==> config.mk <==
export PLATFORM = sky130hd
export DESIGN_NAME = gpio_port
export DESIGN_NICKNAME = d
export VERILOG_FILES = /design/src/gpio_pkg.sv /design/src/gpio_port.sv
export SDC_FILE = /design/constraint.sdc
export NUM_CORES = 1
export LEC_CHECK = 0
export BUFFER_PORTS_ARGS = -buffer_cell sky130_fd_sc_hd__buf_2
export CAP_MARGIN = 0
export CORE_ASPECT_RATIO = 0.7
export CORE_MARGIN = 3
export CORE_UTILIZATION = 45
export CTS_BUF_LIST = sky130_fd_sc_hd__clkbuf_8 sky130_fd_sc_hd__clkbuf_16
export DETAILED_ROUTE_END_ITERATION = 8
export PLACE_DENSITY = 0.79
export SYNTH_ARGS = -nofsm -noshare
export SYNTH_HDL_FRONTEND = slang
export SYNTH_SLANG_ARGS = --single-unit
==> constraint.sdc <==
create_clock -name ref_clk -period 2.9 [get_ports ref_clk]
set_input_delay 0.145 -clock ref_clk [delete_from_list [all_inputs] [get_ports ref_clk]]
set_output_delay 0.145 -clock ref_clk [all_outputs]
set_load 0.01 [all_outputs]
==> src/gpio_pkg.sv <==
// Function
// - Five pins, each independently an input or an output.
// - Input pins sampled every clock into the input state register.
// - Sampling can be halted separately per pin.
// - Pins 0 to 2 have individually switchable pull-downs.
// - Pins 3 and 4 have individually switchable pull-ups.
// - After power-on reset all pins are inputs; levels captured.
// - Boot program reads captured start-up states to pick options.
// - Each output pin has an enable; disabled means high impedance.
package gpio_pkg;
	localparam int PIN_COUNT = 5;
	localparam int PULL_DOWN_LO = 0;
	localparam int PULL_DOWN_HI = 2;
	localparam int PULL_UP_LO = 3;
	localparam int PULL_UP_HI = 4;
	localparam logic [4:0] PIN_RESET = 5'h00;
	localparam logic [4:0] DIR_RESET = 5'h00;
	// Cycles the start-up capture waits for the synchroniser
	localparam logic [1:0] BOOT_WAIT = 2'h2;
	localparam int CLK_MHZ = 25;
endpackage

==> src/gpio_port.sv <==
`timescale 1ns/1ps
module gpio_port #(
	parameter int PINS = gpio_pkg::PIN_COUNT
) (
	// Clock and reset
	input wire logic ref_clk,
	input wire logic rst_n,
	// Configuration
	input wire logic [PINS-1:0] dirOut,
	input wire logic [PINS-1:0] outEnable,
	input wire logic [PINS-1:0] outValue,
	input wire logic [PINS-1:0] freeze,
	input wire logic [PINS-1:0] pullEnable,
	// Pins
	input wire logic [PINS-1:0] pinIn,
	output logic [PINS-1:0] pinOut,
	output logic [PINS-1:0] pinOe,
	output logic [PINS-1:0] pullDownOn,
	output logic [PINS-1:0] pullUpOn,
	// Status
	output logic [PINS-1:0] inputState,
	output logic [PINS-1:0] startupState,
	output logic startupValid
);
	// Pull ranges are fixed to five pins
	if (PINS != gpio_pkg::PIN_COUNT) begin : g_pinCheck
		$error("pin count must be five");
	end

	// Marks the pins that own a given kind of pull switch
	function automatic logic [PINS-1:0] pullMask(input int lo,
		input int hi);
		logic [PINS-1:0] mask;
		mask = '0;
		for (int i = 0; i < PINS; i++) begin
			if (i >= lo && i <= hi)
				mask[i] = 1'b1;
		end
		return mask;
	endfunction

	localparam logic [PINS-1:0] PD_MASK =
		pullMask(gpio_pkg::PULL_DOWN_LO, gpio_pkg::PULL_DOWN_HI);
	localparam logic [PINS-1:0] PU_MASK =
		pullMask(gpio_pkg::PULL_UP_LO, gpio_pkg::PULL_UP_HI);

	// Two-stage synchroniser
	logic [PINS-1:0] syncA_r;
	logic [PINS-1:0] syncA_nxt;
	logic [PINS-1:0] syncB_r;
	logic [PINS-1:0] syncB_nxt;
	// Sampled input state
	logic [PINS-1:0] inState_r;
	logic [PINS-1:0] inState_nxt;
	// Start-up capture
	logic [PINS-1:0] boot_r;
	logic [PINS-1:0] boot_nxt;
	logic [1:0] bootCnt_r;
	logic [1:0] bootCnt_nxt;
	logic bootDone_r;
	logic bootDone_nxt;
	// Output drive
	logic [PINS-1:0] out_r;
	logic [PINS-1:0] out_nxt;
	logic [PINS-1:0] oe_r;
	logic [PINS-1:0] oe_nxt;
	// Pull switches
	logic [PINS-1:0] pd_r;
	logic [PINS-1:0] pd_nxt;
	logic [PINS-1:0] pu_r;
	logic [PINS-1:0] pu_nxt;

	always_comb begin
		syncA_nxt = pinIn;
		syncB_nxt = syncA_r;
	end

	always_ff @(posedge ref_clk or negedge rst_n) begin
		if (!rst_n) begin
			syncA_r <= gpio_pkg::PIN_RESET;
			syncB_r <= gpio_pkg::PIN_RESET;
		end else begin
			syncA_r <= syncA_nxt;
			syncB_r <= syncB_nxt;
		end
	end

	// Halted or output pins keep their last sampled value
	always_comb begin
		inState_nxt = inState_r;
		for (int i = 0; i < PINS; i++) begin
			if (!freeze[i] && !dirOut[i])
				inState_nxt[i] = syncB_r[i];
		end
	end

	always_ff @(posedge ref_clk or negedge rst_n) begin
		if (!rst_n) begin
			inState_r <= gpio_pkg::PIN_RESET;
		end else begin
			inState_r <= inState_nxt;
		end
	end

	// Capture waits for the synchroniser to fill
	always_comb begin
		boot_nxt = boot_r;
		bootCnt_nxt = bootCnt_r;
		bootDone_nxt = bootDone_r;
		if (!bootDone_r) begin
			if (bootCnt_r == gpio_pkg::BOOT_WAIT) begin
				boot_nxt = syncB_r;
				bootDone_nxt = 1'b1;
			end else begin
				bootCnt_nxt = bootCnt_r + 2'h1;
			end
		end
	end

	always_ff @(posedge ref_clk or negedge rst_n) begin
		if (!rst_n) begin
			boot_r <= gpio_pkg::PIN_RESET;
			bootCnt_r <= 2'h0;
			bootDone_r <= 1'b0;
		end else begin
			boot_r <= boot_nxt;
			bootCnt_r <= bootCnt_nxt;
			bootDone_r <= bootDone_nxt;
		end
	end

	// Pins stay inputs until the start-up capture is done
	always_comb begin
		out_nxt = outValue;
		oe_nxt = gpio_pkg::DIR_RESET;
		if (bootDone_r)
			oe_nxt = dirOut & outEnable;
	end

	always_ff @(posedge ref_clk or negedge rst_n) begin
		if (!rst_n) begin
			out_r <= gpio_pkg::PIN_RESET;
			oe_r <= gpio_pkg::DIR_RESET;
		end else begin
			out_r <= out_nxt;
			oe_r <= oe_nxt;
		end
	end

	always_comb begin
		pd_nxt = pullEnable & PD_MASK;
		pu_nxt = pullEnable & PU_MASK;
	end

	always_ff @(posedge ref_clk or negedge rst_n) begin
		if (!rst_n) begin
			pd_r <= gpio_pkg::PIN_RESET;
			pu_r <= gpio_pkg::PIN_RESET;
		end else begin
			pd_r <= pd_nxt;
			pu_r <= pu_nxt;
		end
	end

	assign inputState = inState_r;
	assign startupState = boot_r;
	assign startupValid = bootDone_r;
	assign pinOut = out_r;
	assign pinOe = oe_r;
	assign pullDownOn = pd_r;
	assign pullUpOn = pu_r;

	sample_follow_a: assert property (@(posedge ref_clk)
		disable iff (!rst_n)
		!freeze[0] && !dirOut[0] |=> inputState[0] == $past(syncB_r[0]))
		else $error("input pin 0 not sampled");
	freeze_hold_a: assert property (@(posedge ref_clk)
		disable iff (!rst_n)
		freeze[1] |=> $stable(inputState[1]))
		else $error("frozen pin 1 changed");
	freeze_last_a: assert property (@(posedge ref_clk)
		disable iff (!rst_n)
		freeze[2] [*3] |-> $stable(inputState[2]))
		else $error("frozen pin 2 lost its value");
	pull_down_a: assert property (@(posedge ref_clk)
		disable iff (!rst_n)
		1'b1 |=> pullDownOn[4:3] == 2'h0 &&
		pullDownOn[2:0] == $past(pullEnable[2:0]))
		else $error("pull-down wrong");
	pull_up_a: assert property (@(posedge ref_clk)
		disable iff (!rst_n)
		1'b1 |=> pullUpOn[2:0] == 3'h0 &&
		pullUpOn[4:3] == $past(pullEnable[4:3]))
		else $error("pull-up wrong");
	boot_input_a: assert property (@(posedge ref_clk)
		disable iff (!rst_n)
		!startupValid |=> pinOe == 5'h00)
		else $error("pin driven before start-up capture");
	boot_once_a: assert property (@(posedge ref_clk)
		disable iff (!rst_n)
		startupValid |=> startupValid && $stable(startupState))
		else $error("start-up register changed");
	boot_load_a: assert property (@(posedge ref_clk)
		disable iff (!rst_n)
		$rose(startupValid) |-> startupState == $past(syncB_r))
		else $error("start-up capture wrong");
	drive_enable_a: assert property (@(posedge ref_clk)
		disable iff (!rst_n)
		startupValid && dirOut[4] && !outEnable[4] |=> !pinOe[4])
		else $error("disabled output driven");
	out_dir_a: assert property (@(posedge ref_clk)
		disable iff (!rst_n)
		startupValid && dirOut[0] && outEnable[0] |=>
		pinOe[0] && pinOut[0] == $past(outValue[0]))
		else $error("output pin 0 not driven");

	// Sample, hold, high-impedance and drive checks repeated on every pin
	for (genvar g = 0; g < PINS; g++) begin : g_pinProps
		pin_follow_a: assert property (@(posedge ref_clk)
			disable iff (!rst_n)
			!freeze[g] && !dirOut[g] |=>
			inputState[g] == $past(syncB_r[g]))
			else $error("input pin not sampled");
		pin_hold_a: assert property (@(posedge ref_clk)
			disable iff (!rst_n)
			freeze[g] || dirOut[g] |=> $stable(inputState[g]))
			else $error("halted pin changed");
		pin_hiz_a: assert property (@(posedge ref_clk)
			disable iff (!rst_n)
			!(dirOut[g] && outEnable[g]) |=> !pinOe[g])
			else $error("pin driven while disabled");
		pin_drive_a: assert property (@(posedge ref_clk)
			disable iff (!rst_n)
			startupValid && dirOut[g] && outEnable[g] |=>
			pinOe[g] && pinOut[g] == $past(outValue[g]))
			else $error("output pin not driven");
	end

	startup_c: cover property (@(posedge ref_clk) disable iff (!rst_n)
		$rose(startupValid));
	freeze_c: cover property (@(posedge ref_clk) disable iff (!rst_n)
		freeze[0] && $changed(syncB_r[0]));
	drive_c: cover property (@(posedge ref_clk) disable iff (!rst_n)
		pinOe == 5'h0F);
	hiz_c: cover property (@(posedge ref_clk) disable iff (!rst_n)
		startupValid && dirOut[4] && !outEnable[4]);
	pull_c: cover property (@(posedge ref_clk) disable iff (!rst_n)
		pullUpOn == 5'h18 && pullDownOn == 5'h07);
endmodule

==> impl_results.md <==
* Kind of critical path: flop to flop
* Fin nets at 183
* GRT Overall Usage at 0.1711
* Post-Syn Instances at 71
* Die area at around 0.0034 mm²
* DIE WIDTH at 68.46 µm
* TritonCTS clock tree: yes
* DRC violations left at 0
* WL/cell at between 10 and 15 µm
* H-tree depth at 2
* I/O Buffers at 57
* Post-Synth XOR/XNOR Area at 0.007128
* Fin cells at roughly 190
* Run status: finished, final reports clean
* Worst hold start: outEnable[1]
* Max-Cap Viols at 0
* Synth warnings at 0
* Max-slew violations at 0
* Die Y at 49.72 µm
* Multiplexer share of the synthesized area at 0.1069
* Resized cells post-CTS at 0
* Layout cell share with drive strength beyond 1 at 0.4901
* FF-to-FF Start: bootCnt_r[0]
* Post-DP HPWL at ~1800 µm
* DR vias at 825
* Post-Synth Simple-Gate Area at 0.05703
* # clock sinks at 38
* Initial Util at 0.4849
* Worst Setup Start Kind: flop
* Critical path capture point type: flop
* Register bit total from synthesis at 38
* Fill count at between 150 and 200
* Vias per cell at 4.459
* Hold WC Path Type: primary input to flop
* Post-Syn Area at 0.001229 mm²
* Max Clk Rate at about 0.75 GHz
* Sequential-to-total area share from yosys stat at 0.7739
* Worst path required time at 3.06 ns
* Avg Cell Area, Syn at 17.31 µm²
* Final setup fails at 0
* Area fraction in compound gates after synthesis at 0.008147
* VDD IR-drop max at 544.0 µV
* First drt pass iteration count at 4
* Unique masters post-synth at 14
* Worst-path clk slew at 0.07 ns
* Clock root buffer: clkbuf_8
* Routability congestion estimate from global placement at 0.6613
* Pwr/cell area at between 600 and 700 mW/mm²
* Skew final at 0.003751 ns
* Clk_lat worst skew at 0.28 ns
* Final core utilization at 0.7106
* Detailed Route WL at 2589 µm
* Number of DRC markers in iteration 0 at 8
* Placed Cells at 161
* Core Region at 0.002534 mm²
* Antenna violation net count after detailed routing at 0
* Initial antenna violation count at 0
* Worst slew margin at 0.4765
* Area grow syn2layout at 46.54%
* Adder-cell share of the synthesized area at 0.01018
* Most common cell after layout, fill and taps aside: buf_2
* Post-layout min period at 1.331 ns
* Commonest non-fill, non-tap cells in the layout: buf_2, dfrtp_1, dlygate4sd3_1
* Final period util at 0.4591
* TNS Setup at 0 ns
* First-pass GRT wire length at 4036 µm
* Critical path startpoint: bootCnt_r[0]
* Post-place instance area at 0.001534 mm²
* GRT overflow at 0
* ANT cells at 0
* Final Hold Fails at 0
* Largest net degree at the start of global routing at 39
* Vias in the first global route at 842
* I/O pin total at 63
* Worst EP arrival at around 1.5 ns
* Least-Margin Pin Slew at 0.7852 ns
* Crit-path max FO at 5
* Max Buffers Root-to-Sink at 2
* Leakage at between 0.9 and 1 nW
* Combinational family with the most area after synthesis: multiplexers
* Finished Cell Area at 0.001800 mm²
* Row cnt at 15
* Total CTS buffers at 5
* RSZ-0062 raised after global routing: false
area by class of cell:
class | count | area (µm²) | share of cell area
Inverter | 1 | 3.754 | 0.002085
Clock buffer | 5 | 68.82 | 0.03822
Sequential cell | 38 | 950.9 | 0.5281
Tap cell | 34 | 42.54 | 0.02363
Multi-Input combinational cell | 31 | 251.5 | 0.1397
Timing Repair Buffer | 73 | 445.4 | 0.2474
Clock inverter | 3 | 37.54 | 0.02085
where the power goes:
part           internal, W  total [W]  switching, W  leakage, nW
Sequential        0.000561   0.000574     0.0000126        0.446
Clock             0.000250   0.000414      0.000164       0.0607
Combinational    0.0000605   0.000111     0.0000501        0.421
Total             0.000872    0.00110      0.000227        0.928
repair_timing:
action                    in CTS  in global routing
setup buffers                  0                  0
hold endpoints to repair      53                  0
hold buffers                  16                  0
cell usage after synthesis:
library cell | n | area, µm²
o21ai_1 | 1 | 5.000
nor2b_4 | 1 | 13.76
ha_1 | 1 | 12.51
mux2_2 | 5 | 56.30
and3_1 | 5 | 31.28
mux2_4 | 5 | 75.07
buf_4 | 5 | 37.54
xnor2_1 | 1 | 8.760
inv_1 | 1 | 3.750
nor2_1 | 5 | 18.77
dfrtp_1 | 38 | 950.9
or2_1 | 1 | 6.260
o21ai_0 | 1 | 5.000
conb_1 | 1 | 3.750
critical path, stage by stage (launching register included):
cell     delay (ns)
dfrtp_1        0.39
inv_1          0.06
ha_1           0.17
nor2b_4        0.28
mux2_4         0.32
logic make-up after synthesis:
kind of cell | Yosys count
mux | 10
other cells | 1
simple gates | 12
xor+xnor | 1
compound gates | 2
buf+inv | 6
fa+ha+maj | 1
flops | 38
per-stage QoR:
step / total power (W) / setup slack [ns] / hold WS [ns]
floorplan: 0.0006225 / 1.663 / -0.1506
global placement: 0.0006741 / 1.626 / 0.2534
detailed placement: 0.0006784 / 1.587 / 0.2543
CTS: 0.001112 / 1.579 / 0.09164
global route: 0.001157 / 1.488 / 0.09107
finish: 0.001099 / 1.569 / 0.1022
registers in the layout (all words and copies together) (netlist names):
| signal | cells |
|---|---|
| inputState | 5 |
| pinOe | 5 |
| pinOut | 5 |
| startupState | 5 |
| syncA_r | 5 |
| syncB_r | 5 |
| pullDownOn | 3 |
| bootCnt_r | 2 |
| pullUpOn | 2 |
| startupValid | 1 |
metal layers:
| metal | track usage | share of wire | up-vias | wire length [µm] |
|---|---|---|---|---|
| met5 | 0 | 0 | - | 0 |
| met4 | 0.02970 | 0.0066 | 0 | 17 |
| met3 | 0.08656 | 0.091 | 3 | 235 |
| met2 | 0.2932 | 0.54 | 40 | 1404 |
| met1 | 0.1903 | 0.36 | 403 | 931 |
| li1 | - | - | 379 | - |
final timing paths:
path | to | slack (ns) | depth (start not counted)
max in group asynchronous | inputState[4] | 1.91 | 2
min in group asynchronous | inputState[3] | 0.49 | 2
max | startupState[0] | 1.57 | 4
min | pinOe[1] | 0.10 | 2
min reg2reg | syncB_r[1] | 0.35 | 0
max reg2reg | startupState[0] | 1.57 | 4
Power figures use the tool's default switching activity.
